--- src/hdl/ltr_pkg.sv ---
// package: register map, field positions, reset values and bus types for the tone/ring config bank
package ltr_pkg;

  // register indices; offsets are not word multiples, so byte address = 4 * index
  localparam logic [7:0] LTR_IDX_TEMP_ALARM_THRESHOLD = 8'haa;
  localparam logic [7:0] LTR_IDX_LOOP_CLOSURE_MASK_COUNT = 8'hab;
  localparam logic [7:0] LTR_IDX_COARSE_CAL_TRIM = 8'hac;
  localparam logic [7:0] LTR_IDX_OSC2_RING_PHASE_DELAY = 8'had;
  localparam logic [7:0] LTR_IDX_CAL_TRIM_ONE = 8'haf;
  localparam logic [7:0] LTR_IDX_CAL_TRIM_TWO = 8'hb0;
  localparam logic [7:0] LTR_IDX_CAL_TRIM_THREE = 8'hb1;
  localparam logic [7:0] LTR_IDX_DC_OFFSET_OPTIONS = 8'hb4;
  localparam logic [7:0] LTR_IDX_PWM_ON_TIME_COUNT = 8'hb5;
  localparam logic [7:0] LTR_IDX_OSCILLATOR_CONTROL = 8'hc0;
  localparam logic [7:0] LTR_IDX_RING_CONTROL = 8'hc1;
  localparam logic [7:0] LTR_IDX_OSC1_INIT_LOW = 8'hc2;
  localparam logic [7:0] LTR_IDX_OSC1_INIT_HIGH = 8'hc3;
  localparam logic [7:0] LTR_IDX_OSC2_INIT_LOW = 8'hc4;
  localparam logic [7:0] LTR_IDX_OSC2_INIT_HIGH = 8'hc5;

  // writable-bit masks; zero bits are reserved
  localparam logic [7:0] LTR_MASK_COARSE_CAL_TRIM = 8'h0f;
  localparam logic [7:0] LTR_MASK_DC_OFFSET_OPTIONS = 8'hf0;
  localparam logic [7:0] LTR_MASK_OSCILLATOR_CONTROL = 8'h33;
  localparam logic [7:0] LTR_MASK_RING_CONTROL = 8'he8;

  // reset values
  localparam logic [7:0] LTR_RST_ZERO = 8'h00;
  localparam logic [7:0] LTR_RST_CAL_TRIM_ONE = 8'h77;
  localparam logic [7:0] LTR_RST_CAL_TRIM_TWO = 8'h97;
  localparam logic [7:0] LTR_RST_CAL_TRIM_THREE = 8'h79;

  // field positions
  localparam int LTR_BIT_INTERNAL_RESISTOR_SELECT = 3;
  localparam int LTR_BIT_SMOOTHING_CUTOFF_DOUBLE = 4;
  localparam int LTR_BIT_DRIVER_BIAS_TRACKING = 5;
  localparam int LTR_BIT_LOW_BATTERY_RANGE = 6;
  localparam int LTR_BIT_EXTENDED_MONITOR_RANGE = 7;
  localparam int LTR_BIT_OSC_ONE_ENABLE = 0;
  localparam int LTR_BIT_OSC_TWO_ENABLE = 1;
  localparam int LTR_BIT_OSC_ONE_ZERO_CROSS = 4;
  localparam int LTR_BIT_OSC_TWO_ZERO_CROSS = 5;
  localparam int LTR_BIT_TONE_ROUTE_SELECT = 3;
  localparam int LTR_BIT_RINGER_ONE_ENABLE = 5;
  localparam int LTR_BIT_RING_SHAPE_SELECT = 6;
  localparam int LTR_BIT_RING_SHAPE_ENABLE = 7;

  // field scaling
  localparam logic signed [9:0] LTR_TEMP_OFFSET_DEGC = 10'sd67;
  localparam int LTR_MASK_STEP_US_X100 = 125;
  localparam int LTR_PHASE_STEP_US = 125;

  localparam logic [31:0] LTR_APB_ERR_DATA = 32'h0000_0000;

  // pwm on-time measurement from the dc/dc controller
  typedef struct packed {
    logic [7:0] pulse_on_time;
    logic [7:0] pulse_limit;
  } ltr_pwm_meas_t;

  // decoded controls to the analog and tone blocks
  typedef struct packed {
    logic signed [9:0] temp_threshold_degc;
    logic [7:0] loop_close_mask_time;
    logic [2:0] coarse_trim;
    logic internal_resistor_select;
    logic [7:0] ring_phase_delay;
    logic [3:0] battery_voltage_trim;
    logic [3:0] sense_a_trim;
    logic [3:0] sense_b_trim;
    logic [3:0] tip_voltage_trim;
    logic [3:0] ring_voltage_trim;
    logic [3:0] common_mode_trim;
    logic smoothing_cutoff_double;
    logic driver_bias_tracking;
    logic low_battery_range;
    logic extended_monitor_range;
    logic osc_one_enable;
    logic osc_two_enable;
    logic osc_one_zero_cross;
    logic osc_two_zero_cross;
    logic tone_route_select;
    logic ringer_one_enable;
    logic ring_shape_select;
    logic ring_shape_enable;
    logic [15:0] osc_one_initial_value;
    logic [15:0] osc_two_initial_value;
  } ltr_ctrl_t;

endpackage : ltr_pkg

--- src/hdl/ltr_regs.sv ---
// register bank for temperature alarm, calibration trims, dc options, pwm count and tone/ring controls
// Summary of operation
// - temperature threshold in degrees is the field minus 67, one degree steps
// - loop closure mask count is a time in 1.25 us units, 0 to 319 us
// - oscillator 2 ring phase delay counts 125 us steps, up to 31.9 ms
// - pwm on-time count is read-only; on-time is count times pll period
// - reported on-time is limited to zero through period minus off-time
// - pll period chosen from clock divider select and binary or decimal bit clock
// - oscillator control bits 0 and 1 enable oscillators 1 and 2
// - oscillator control bits 4 and 5 enable zero crossing of oscillators 1 and 2
// - ring control bit 3 routes tones to transmit when 0, receive when 1
// - ring control bit 5 enables ringer 1
// - ring control bit 6 picks sine or trapezoid, bit 7 enables the select
// - offset control bit 4 doubles the smoothing filter cutoff
// - offset control bit 5 makes driver bias track coarse calibration
// - offset bit 6 picks low battery range, bit 7 extended monitor range
// - oscillator initial values are 16 bits, low byte at lower address
// - six 4-bit trims in three registers reset to 77, 97 and 79 hex
// - coarse trim in bits 2..0, internal resistor select in bit 3
//
// Local design decision: the APB interface to the registers.
module ltr_regs
  import ltr_pkg::*;
(
  input wire logic pclk,
  input wire logic presetn,
  input wire logic psel,
  input wire logic penable,
  input wire logic pwrite,
  input wire logic [31:0] paddr,
  input wire logic [31:0] pwdata,
  input wire logic [3:0] pstrb,
  output logic [31:0] prdata,
  output logic pready,
  output logic pslverr,
  input wire ltr_pwm_meas_t pwm_meas,
  input wire logic clock_divider_select,
  input wire logic bclk_decimal,
  output logic [1:0] pll_period_sel,
  output ltr_ctrl_t ctrl
);

  logic [7:0] temp_alarm_threshold_reg;
  logic [7:0] loop_closure_mask_count_reg;
  logic [7:0] coarse_cal_trim_reg;
  logic [7:0] osc2_ring_phase_delay_reg;
  logic [7:0] cal_trim_one_reg;
  logic [7:0] cal_trim_two_reg;
  logic [7:0] cal_trim_three_reg;
  logic [7:0] dc_offset_options_reg;
  logic [7:0] pwm_on_time_count_reg;
  logic [7:0] oscillator_control_reg;
  logic [7:0] ring_control_reg;
  logic [7:0] osc1_init_low_reg;
  logic [7:0] osc1_init_high_reg;
  logic [7:0] osc2_init_low_reg;
  logic [7:0] osc2_init_high_reg;
  logic [7:0] pwm_on_time_next;
  logic [1:0] pll_sync1_reg;
  logic [1:0] pll_sync2_reg;
  logic [7:0] rd_byte;
  logic hit;
  logic wr_en;
  logic [7:0] wb;
  logic [7:0] idx;
  logic take;

  assign idx = paddr[9:2];
  // a transfer is taken in its first access cycle, before its own ready pulse
  assign take = psel && penable && !pready;
  assign wr_en = take && pwrite && pstrb[0] && hit;
  assign wb = pwdata[7:0];

  always_comb
  begin
    hit = 1'b1;
    rd_byte = LTR_RST_ZERO;
    unique case (idx)
      LTR_IDX_TEMP_ALARM_THRESHOLD: rd_byte = temp_alarm_threshold_reg;
      LTR_IDX_LOOP_CLOSURE_MASK_COUNT: rd_byte = loop_closure_mask_count_reg;
      LTR_IDX_COARSE_CAL_TRIM: rd_byte = coarse_cal_trim_reg;
      LTR_IDX_OSC2_RING_PHASE_DELAY: rd_byte = osc2_ring_phase_delay_reg;
      LTR_IDX_CAL_TRIM_ONE: rd_byte = cal_trim_one_reg;
      LTR_IDX_CAL_TRIM_TWO: rd_byte = cal_trim_two_reg;
      LTR_IDX_CAL_TRIM_THREE: rd_byte = cal_trim_three_reg;
      LTR_IDX_DC_OFFSET_OPTIONS: rd_byte = dc_offset_options_reg;
      LTR_IDX_PWM_ON_TIME_COUNT: rd_byte = pwm_on_time_count_reg;
      LTR_IDX_OSCILLATOR_CONTROL: rd_byte = oscillator_control_reg;
      LTR_IDX_RING_CONTROL: rd_byte = ring_control_reg;
      LTR_IDX_OSC1_INIT_LOW: rd_byte = osc1_init_low_reg;
      LTR_IDX_OSC1_INIT_HIGH: rd_byte = osc1_init_high_reg;
      LTR_IDX_OSC2_INIT_LOW: rd_byte = osc2_init_low_reg;
      LTR_IDX_OSC2_INIT_HIGH: rd_byte = osc2_init_high_reg;
      default: hit = 1'b0;
    endcase
    if (paddr[1:0] != 2'b00 || paddr[31:10] != 22'h0)
    begin
      hit = 1'b0;
    end
  end

  // apb answer: pready pulses one cycle into the access phase
  always_ff @(posedge pclk or negedge presetn)
  begin
    if (!presetn)
    begin
      pready <= 1'b0;
      pslverr <= 1'b0;
    end
    else
    begin
      pready <= take;
      pslverr <= take && !hit;
    end
  end

  // read data stands only while pready is high, zero otherwise
  always_ff @(posedge pclk or negedge presetn)
  begin
    if (!presetn)
    begin
      prdata <= LTR_APB_ERR_DATA;
    end
    else
    begin
      if (take && !pwrite && hit)
      begin
        prdata <= {24'h0, rd_byte};
      end
      else
      begin
        prdata <= LTR_APB_ERR_DATA;
      end
    end
  end

  // plain read/write threshold, mask, delay and calibration registers
  always_ff @(posedge pclk or negedge presetn)
  begin
    if (!presetn)
    begin
      temp_alarm_threshold_reg <= LTR_RST_ZERO;
      loop_closure_mask_count_reg <= LTR_RST_ZERO;
      coarse_cal_trim_reg <= LTR_RST_ZERO;
      osc2_ring_phase_delay_reg <= LTR_RST_ZERO;
      cal_trim_one_reg <= LTR_RST_CAL_TRIM_ONE;
      cal_trim_two_reg <= LTR_RST_CAL_TRIM_TWO;
      cal_trim_three_reg <= LTR_RST_CAL_TRIM_THREE;
    end
    else if (wr_en)
    begin
      unique case (idx)
        LTR_IDX_TEMP_ALARM_THRESHOLD: temp_alarm_threshold_reg <= wb;
        LTR_IDX_LOOP_CLOSURE_MASK_COUNT: loop_closure_mask_count_reg <= wb;
        LTR_IDX_COARSE_CAL_TRIM: coarse_cal_trim_reg <= wb & LTR_MASK_COARSE_CAL_TRIM;
        LTR_IDX_OSC2_RING_PHASE_DELAY: osc2_ring_phase_delay_reg <= wb;
        LTR_IDX_CAL_TRIM_ONE: cal_trim_one_reg <= wb;
        LTR_IDX_CAL_TRIM_TWO: cal_trim_two_reg <= wb;
        LTR_IDX_CAL_TRIM_THREE: cal_trim_three_reg <= wb;
        default:
        begin
        end
      endcase
    end
  end

  // option and tone/ring control registers
  always_ff @(posedge pclk or negedge presetn)
  begin
    if (!presetn)
    begin
      dc_offset_options_reg <= LTR_RST_ZERO;
      oscillator_control_reg <= LTR_RST_ZERO;
      ring_control_reg <= LTR_RST_ZERO;
    end
    else if (wr_en)
    begin
      unique case (idx)
        LTR_IDX_DC_OFFSET_OPTIONS: dc_offset_options_reg <= wb & LTR_MASK_DC_OFFSET_OPTIONS;
        LTR_IDX_OSCILLATOR_CONTROL: oscillator_control_reg <= wb & LTR_MASK_OSCILLATOR_CONTROL;
        LTR_IDX_RING_CONTROL: ring_control_reg <= wb & LTR_MASK_RING_CONTROL;
        default:
        begin
        end
      endcase
    end
  end

  // oscillator initial value bytes; each byte is written on its own
  always_ff @(posedge pclk or negedge presetn)
  begin
    if (!presetn)
    begin
      osc1_init_low_reg <= LTR_RST_ZERO;
      osc1_init_high_reg <= LTR_RST_ZERO;
      osc2_init_low_reg <= LTR_RST_ZERO;
      osc2_init_high_reg <= LTR_RST_ZERO;
    end
    else if (wr_en)
    begin
      unique case (idx)
        LTR_IDX_OSC1_INIT_LOW: osc1_init_low_reg <= wb;
        LTR_IDX_OSC1_INIT_HIGH: osc1_init_high_reg <= wb;
        LTR_IDX_OSC2_INIT_LOW: osc2_init_low_reg <= wb;
        LTR_IDX_OSC2_INIT_HIGH: osc2_init_high_reg <= wb;
        default:
        begin
        end
      endcase
    end
  end

  // pll period select inputs come from another domain: two flops first
  always_ff @(posedge pclk or negedge presetn)
  begin
    if (!presetn)
    begin
      pll_sync1_reg <= 2'b00;
      pll_sync2_reg <= 2'b00;
      pll_period_sel <= 2'b00;
    end
    else
    begin
      pll_sync1_reg <= {clock_divider_select, bclk_decimal};
      pll_sync2_reg <= pll_sync1_reg;
      pll_period_sel <= pll_sync2_reg;
    end
  end

  // on-time clipped to the allowed window; bus writes never reach it
  always_comb
  begin
    pwm_on_time_next = pwm_meas.pulse_on_time;
    if (pwm_meas.pulse_on_time > pwm_meas.pulse_limit)
    begin
      pwm_on_time_next = pwm_meas.pulse_limit;
    end
  end

  always_ff @(posedge pclk or negedge presetn)
  begin
    if (!presetn)
    begin
      pwm_on_time_count_reg <= LTR_RST_ZERO;
    end
    else
    begin
      pwm_on_time_count_reg <= pwm_on_time_next;
    end
  end

  // temperature, mask time and phase delay controls, one edge after the register
  always_ff @(posedge pclk or negedge presetn)
  begin
    if (!presetn)
    begin
      ctrl.temp_threshold_degc <= '0;
      ctrl.loop_close_mask_time <= '0;
      ctrl.ring_phase_delay <= '0;
    end
    else
    begin
      ctrl.temp_threshold_degc <= $signed({2'b00, temp_alarm_threshold_reg}) - LTR_TEMP_OFFSET_DEGC;
      ctrl.loop_close_mask_time <= loop_closure_mask_count_reg;
      ctrl.ring_phase_delay <= osc2_ring_phase_delay_reg;
    end
  end

  // coarse calibration trim and internal resistor select
  always_ff @(posedge pclk or negedge presetn)
  begin
    if (!presetn)
    begin
      ctrl.coarse_trim <= '0;
      ctrl.internal_resistor_select <= '0;
    end
    else
    begin
      ctrl.coarse_trim <= coarse_cal_trim_reg[2:0];
      ctrl.internal_resistor_select <= coarse_cal_trim_reg[LTR_BIT_INTERNAL_RESISTOR_SELECT];
    end
  end

  // six calibration trim nibbles
  always_ff @(posedge pclk or negedge presetn)
  begin
    if (!presetn)
    begin
      ctrl.battery_voltage_trim <= '0;
      ctrl.sense_a_trim <= '0;
      ctrl.sense_b_trim <= '0;
      ctrl.tip_voltage_trim <= '0;
      ctrl.ring_voltage_trim <= '0;
      ctrl.common_mode_trim <= '0;
    end
    else
    begin
      ctrl.battery_voltage_trim <= cal_trim_one_reg[3:0];
      ctrl.sense_a_trim <= cal_trim_one_reg[7:4];
      ctrl.sense_b_trim <= cal_trim_two_reg[3:0];
      ctrl.tip_voltage_trim <= cal_trim_two_reg[7:4];
      ctrl.ring_voltage_trim <= cal_trim_three_reg[3:0];
      ctrl.common_mode_trim <= cal_trim_three_reg[7:4];
    end
  end

  // filter, bias and dc range options
  always_ff @(posedge pclk or negedge presetn)
  begin
    if (!presetn)
    begin
      ctrl.smoothing_cutoff_double <= '0;
      ctrl.driver_bias_tracking <= '0;
      ctrl.low_battery_range <= '0;
      ctrl.extended_monitor_range <= '0;
    end
    else
    begin
      ctrl.smoothing_cutoff_double <= dc_offset_options_reg[LTR_BIT_SMOOTHING_CUTOFF_DOUBLE];
      ctrl.driver_bias_tracking <= dc_offset_options_reg[LTR_BIT_DRIVER_BIAS_TRACKING];
      ctrl.low_battery_range <= dc_offset_options_reg[LTR_BIT_LOW_BATTERY_RANGE];
      ctrl.extended_monitor_range <= dc_offset_options_reg[LTR_BIT_EXTENDED_MONITOR_RANGE];
    end
  end

  // oscillator enables and zero crossing
  always_ff @(posedge pclk or negedge presetn)
  begin
    if (!presetn)
    begin
      ctrl.osc_one_enable <= '0;
      ctrl.osc_two_enable <= '0;
      ctrl.osc_one_zero_cross <= '0;
      ctrl.osc_two_zero_cross <= '0;
    end
    else
    begin
      ctrl.osc_one_enable <= oscillator_control_reg[LTR_BIT_OSC_ONE_ENABLE];
      ctrl.osc_two_enable <= oscillator_control_reg[LTR_BIT_OSC_TWO_ENABLE];
      ctrl.osc_one_zero_cross <= oscillator_control_reg[LTR_BIT_OSC_ONE_ZERO_CROSS];
      ctrl.osc_two_zero_cross <= oscillator_control_reg[LTR_BIT_OSC_TWO_ZERO_CROSS];
    end
  end

  // tone route, ringer enable and ring shape
  always_ff @(posedge pclk or negedge presetn)
  begin
    if (!presetn)
    begin
      ctrl.tone_route_select <= '0;
      ctrl.ringer_one_enable <= '0;
      ctrl.ring_shape_select <= '0;
      ctrl.ring_shape_enable <= '0;
    end
    else
    begin
      ctrl.tone_route_select <= ring_control_reg[LTR_BIT_TONE_ROUTE_SELECT];
      ctrl.ringer_one_enable <= ring_control_reg[LTR_BIT_RINGER_ONE_ENABLE];
      ctrl.ring_shape_select <= ring_control_reg[LTR_BIT_RING_SHAPE_SELECT];
      ctrl.ring_shape_enable <= ring_control_reg[LTR_BIT_RING_SHAPE_ENABLE];
    end
  end

  // oscillator initial values, high byte over low byte
  always_ff @(posedge pclk or negedge presetn)
  begin
    if (!presetn)
    begin
      ctrl.osc_one_initial_value <= '0;
      ctrl.osc_two_initial_value <= '0;
    end
    else
    begin
      ctrl.osc_one_initial_value <= {osc1_init_high_reg, osc1_init_low_reg};
      ctrl.osc_two_initial_value <= {osc2_init_high_reg, osc2_init_low_reg};
    end
  end

endmodule : ltr_regs
--- config.mk ---
export PLATFORM = sky130hd
export DESIGN_NAME = ltr_regs
export DESIGN_NICKNAME = d
export VERILOG_FILES = /design/src/hdl/ltr_pkg.sv /design/src/hdl/ltr_regs.sv
export SDC_FILE = /design/constraint.sdc
export NUM_CORES = 1
export LEC_CHECK = 0
export BUFFER_PORTS_ARGS = -buffer_cell sky130_fd_sc_hd__buf_2
export CORE_UTILIZATION = 45
export CTS_BUF_LIST = sky130_fd_sc_hd__clkbuf_16
export CTS_CLUSTER_SIZE = 40
export DETAILED_ROUTE_END_ITERATION = 8
export PLACE_DENSITY = 0.7
export SYNTH_ARGS = -nofsm -noshare
export SYNTH_HDL_FRONTEND = slang
export SYNTH_SLANG_ARGS = --single-unit
--- constraint.sdc ---
create_clock -name pclk -period 2.25 [get_ports pclk]
set_clock_uncertainty 0.15 [all_clocks]
set_input_delay 0.225 -clock pclk [delete_from_list [all_inputs] [get_ports pclk]]
set_output_delay 0.225 -clock pclk [all_outputs]
set_load 0.02 [all_outputs]
### Word level (Yosys, flattened, before mapping)

Index checks and enable logic that the tools add are counted.

| word-level totals | value |
|---|---|
| input bits | 91 |
| output and inout port bits | 134 |
| register bits after elaboration | 241 |

| operators by class | value |
|---|---|
| reductions and logical operators | 29 |
| magnitude comparators | 1 |
| $add $sub $neg | 1 |
| eq/ne operators | 15 |
| mux-type cells | 5 |

Operators with widths:

| operator | count |
|---|---|
| $eq A8 B8 Y1 const B | 15 |
| $pmux W8 S15 | 1 |
| $reduce_and A2 Y1 | 14 |
| $reduce_bool A22 Y1 | 1 |
| $mux W8 | 2 |
| $reduce_or A15 Y1 | 1 |
| $sub A8 B7 Y9 const B | 1 |
| $gt A8 B8 Y1 | 1 |
| $logic_and A1 B1 Y1 | 8 |
| $logic_not A1 Y1 | 3 |
| $mux W1 | 2 |
| $reduce_bool A2 Y1 | 1 |
| $logic_or A1 B1 Y1 | 1 |

### Logic depth before layout (Yosys ltp)

| logic depth | value |
|---|---|
| word-level depth | 6 |
| depth in mapped cells | 7 |
| gate-level depth less buffers | 7 |

### Least setup slack after synthesis

Ideal clock, no wire load.

| timing | value |
|---|---|
| path kind | reg2reg |
| start | register pready |
| end | register coarse_cal_trim_reg[0] |
| data arrival time | 1,913 ps |
| path buffers | 2 |
| stages on the path, launching flop included | 8 |
| setup slack | 62 ps |
| clock period less this slack | 2,188 ps |
| path through | dfrtp_1 -> and3b_1 -> and3_1 -> and3_2 -> buf_2 -> and3_1 -> clkbuf_1 -> mux2_2 |

| between the ends | value |
|---|---|
| longest elaborated chain between the ends | 6 |

RTL lines:

| item | line | RTL |
|---|---|---|
| from (decl) | ltr_regs.sv:34 | `output logic pready,` |
| from (signal assigned) | ltr_regs.sv:112 | `pready <= take;` |
| $logic_not A1 Y1 | ltr_regs.sv:70 | `assign take = psel && penable && !pready;` |
| $logic_and A1 B1 Y1 | ltr_regs.sv:70 |  |
| net take | ltr_regs.sv:66 | `logic take;` |
| $logic_and A1 B1 Y1 (3 in a row) | ltr_regs.sv:71 | `assign wr_en = take && pwrite && pstrb[0] && hit;` |
| $reduce_and A2 Y1 (no source line) | - |  |
| to (signal assigned) | ltr_regs.sv:155 | `LTR_IDX_COARSE_CAL_TRIM: coarse_cal_trim_reg <= wb & LTR_MASK_COARSE_CAL_TRIM;` |
| to (decl) | ltr_regs.sv:45 | `logic [7:0] coarse_cal_trim_reg;` |

The timed path passes the listed nets, and every way through them passes these cells.
A chain may end at the register's enable or synchronous reset.

### Final worst setup path

| timing | value |
|---|---|
| start | register pready |
| end | register loop_closure_mask_count_reg[1] |

| between the ends | value |
|---|---|
| longest elaborated chain between the ends | 6 |

RTL lines:

| item | line | RTL |
|---|---|---|
| $logic_not A1 Y1 | ltr_regs.sv:70 |  |
| $logic_and A1 B1 Y1 | ltr_regs.sv:70 |  |
| net take | ltr_regs.sv:66 |  |
| $logic_and A1 B1 Y1 (3 in a row) | ltr_regs.sv:71 |  |
| $reduce_and A2 Y1 (no source line) | - |  |
| to (signal assigned) | ltr_regs.sv:154 | `LTR_IDX_LOOP_CLOSURE_MASK_COUNT: loop_closure_mask_count_reg <= wb;` |
| to (decl) | ltr_regs.sv:44 | `logic [7:0] loop_closure_mask_count_reg;` |

The timed path passes the listed nets, and every way through them passes these cells.

==> results.tsv <==
stage	metric	value	unit
global_route	global-route layer with the greatest usage	met2	
final_layout	post-route cell area	11000	um^2
cts	CTS tree	done	
sta	fin. max-slew vios	0	
die	area of the die	19700	um^2
power	relative contribution of the clock network to total power	0.445	
sta	Setup Total Neg Slack	0	ns
route	First DRT Iteration DRCs	470	
worst_setup_path	data required time of the worst path	2.47	ns
route	count of unresolved DRC violations after routing	0	
die	height of the die	140	um
route	routed via count divided by cell count	5.30	
final_layout	commonest non-fill, non-tap cell in the layout	dfrtp_1	
run_status	result of the run	finished, final reports clean	
power	Combinational Power Share	0.056	
worst_setup_path	critical path endpoint category	flop	
power	power density of the placed cells	718	nW/um^2
final_layout	most used cells in the layout excluding fill and tap cells	dfrtp_1, buf_2, mux2_2, buf_4, dlygate4sd3_1	
die	floorplan row count	50	
sta	Tcrit/Tclk final	0.938	
placed_design	RePlAce Congestion	0.926	
synthesis	area share of the leading cell type in the synthesized netlist	0.585	
power	Max VDD drop	0.424	mV
placed_design	number of placed instances with taps included	1028	
cts	maximum level of the CTS H-tree	1	
global_route	met2 capacity usage during global routing	0.392	
global_route	overall track demand over capacity in global routing	0.230	
synthesis	number of enable-type register cells in the synthesized netlist	0	
global_route	pin count of the biggest net entering global routing	76	
power	Net Sw Frac	0.217	
synthesis	fraction of registers with async set/reset	1.00	
route	iteration count of the initial detailed-routing pass	7	
power	internal power summed over all cells	6.18	mW
die	Placeable Area	18700	um^2
placed_design	cell area after placement	9990	um^2
min_path	path type of the worst min-delay path	in -> reg	
cts	CTS clk-pin slew, worst paths	0.06	ns
synthesis	top post-synthesis cells by area	dfrtp_1, mux2_2, dfstp_2, buf_4, mux2i_1	
global_route	number of antenna violations at the first check in global routing	1	
final_layout	non-filler instance count after layout	1098	
final_layout	fraction of final layout cells sized beyond drive strength 1	0.470	
synthesis	sequential-to-total area share from yosys stat	0.634	
worst_setup_path	startpoint type of the worst setup path	flop	
power	Net Switching	1.72	mW
worst_setup_path	largest driver fanout on the critical path	5	
final_layout	share of the core filled with cells in the final layout	0.588	
global_route	routing usage on met3	0.0438	
sta	number of failing setup endpoints in the final timing report	0	
cts	number of clock sinks	217	
placed_design	Port Buffer Count	173	
cts	clock latency on the worst-skew pair	0.49	ns
final_layout	Layout Nets	948	
synthesis	Ys Warns	0	
power	sequential fraction of design power	0.499	
final_layout	number of diodes	0	
power	reported leakage power	5.75	nW
synthesis	Main synth FF type	dfrtp_1	
sta	final hold violation count	0	
synthesis	number of flip-flops and latches in the synthesized netlist	217	
final_layout	Top reg by flops	ctrl	
synthesis	Syn Std Cell Area	8600	um^2
synthesis	Yosys cell types	66	
global_route	leftover overflow at the end of global routing	0	
die	I/O pin count	225	
placed_design	DPL Wire Length	16100	um
synthesis	mean area per synthesized cell	14.4	um^2
global_route	vias in the first global route	6178	
cts	post-CTS setup buffer count	0	
global_route	global-route track usage on met1	0.300	
power	Tot Pwr	7.90	mW
synthesis	cell type contributing the most total cell area after synthesis	dfrtp_1	
route	post-detailed-route count of antenna-violating nets	0	
cts	number of clock buffers inserted by TritonCTS	23	
die	initial core utilization	0.460	
die	overall die width	140	um
route	wire length after detailed routing	22000	um
final_layout	number of flip-flops in the largest register	97	
final_layout	area overhead of the layout relative to synthesis	27.9	%
synthesis	Post-Syn Instances	596	
sta	fmax	474	MHz
cts	Max clock buf depth	3	
worst_setup_path	critical path arrival	2.34	ns
cts	root buf cell	clkbuf_16	
global_route	first-pass GRT wire length	34500	um
route	Routed WL per cell	20.0	um
route	routed vias	5824	
sta	setup repair after global routing missed its margin	no	
worst_setup_path	type of the worst setup path	reg -> reg	
run	number of maximum-capacitance violations	0	
sta	Final Critical Period	2.11	ns
final_layout	number of filler instances in the final layout	1467	
==> worst max-delay path: stages, from the launching register on <==
cell     delay, ns
dfrtp_1       0.38
and3b_1       0.23
and3_1        0.23
nand3_4       0.10
buf_4         0.15
nor3b_2       0.21
buf_4         0.20
mux2_2        0.34
==> cells in the mapped netlist, types with 7 or more instances <==
library cell,instances
and2_1,10
nand3_1,11
a22oi_1,7
o21ai_0,10
nor3_1,10
mux2_2,115
a31oi_1,8
mux2i_1,14
nor2_1,13
dfstp_2,16
buf_4,25
mux2_4,8
dfrtp_1,201
and3_1,9
ha_1,9
nand2_1,16
inv_1,13
clkbuf_1,10
==> routing by layer <==
metal,part of all wire,vias up
met4,0.022,0
met2,0.49,251
li1,-,2615
met1,0.42,2923
met5,0,-
met3,0.064,35
==> timing repair <==
| item | CTS | global route |
|---|---|---|
| resized for setup | 0 | 1 |
| hold endpoints to repair | 154 | 0 |
| hold buffers | 29 | 0 |
| setup endpoints to repair | 0 | 11 |
==> path summary, 6_finish.rpt <==
check / startpoint / to / slack, ns / cells past startpoint
hold / removal: pwrite / prdata[5] / 0.09 / 4
hold reg to reg: pll_sync1_reg[1] / pll_sync2_reg[1] / 0.20 / 0
min in group asynchronous: presetn / ctrl[10] / 0.11 / 2
max in group asynchronous: presetn / cal_trim_two_reg[4] / 1.06 / 3
setup / recovery: pready / loop_closure_mask_count_reg[1] / 0.14 / 7
setup reg to reg: pready / loop_closure_mask_count_reg[1] / 0.14 / 7
==> layout make-up <==
| class | instances | area (um^2) | area share |
|---|---|---|---|
| Clock buffer | 23 | 576 | 0.0523 |
| Multi-Input combinational cell | 344 | 2920 | 0.265 |
| Sequential cell | 217 | 5450 | 0.496 |
| Inverter | 13 | 48.8 | 0.00444 |
| Timing Repair Buffer | 249 | 1580 | 0.144 |
| Tap cell | 234 | 293 | 0.0266 |
| Clock inverter | 18 | 135 | 0.0123 |
==> power groups by stage <==
stage               Clock, mW  Sequential [mW]  Combinational, mW
finish                   3.51             3.94              0.442
global route             3.76             3.94              0.487
CTS                      3.60             3.94              0.441
detailed placement          0             4.01              0.401
global placement            0             4.01              0.387
floorplan                   0             4.01              0.197
==> metrics by stage <==
stage          worst slack [ns]  hold slack (ns)
6_report                  0.139           0.0919
5_1_grt                  0.0425           0.0919
4_1_cts                  0.0875           0.0754
3_5_place_dp             -0.133           0.0759
3_3_place_gp             -0.105           0.0564
2_1_floorplan            0.0619           -0.221
==> kinds of logic (layout without fill, tap and decap cells) <==
kind of cell             after synthesis  after routing  synth area share
XOR/XNOR                               4              4           0.00407
multiplexers                         137            137             0.181
buffers and inverters                 58            303            0.0380
adder cells (fa/ha/maj)                9              9            0.0131
other                                  1             24          0.000436
AO/OA/AOI/OAI                         59             59            0.0487
flip-flops                           217            217             0.634
AND/OR/NAND/NOR                      111            111            0.0814
Note: power is estimated with default switching activity, not from simulation.
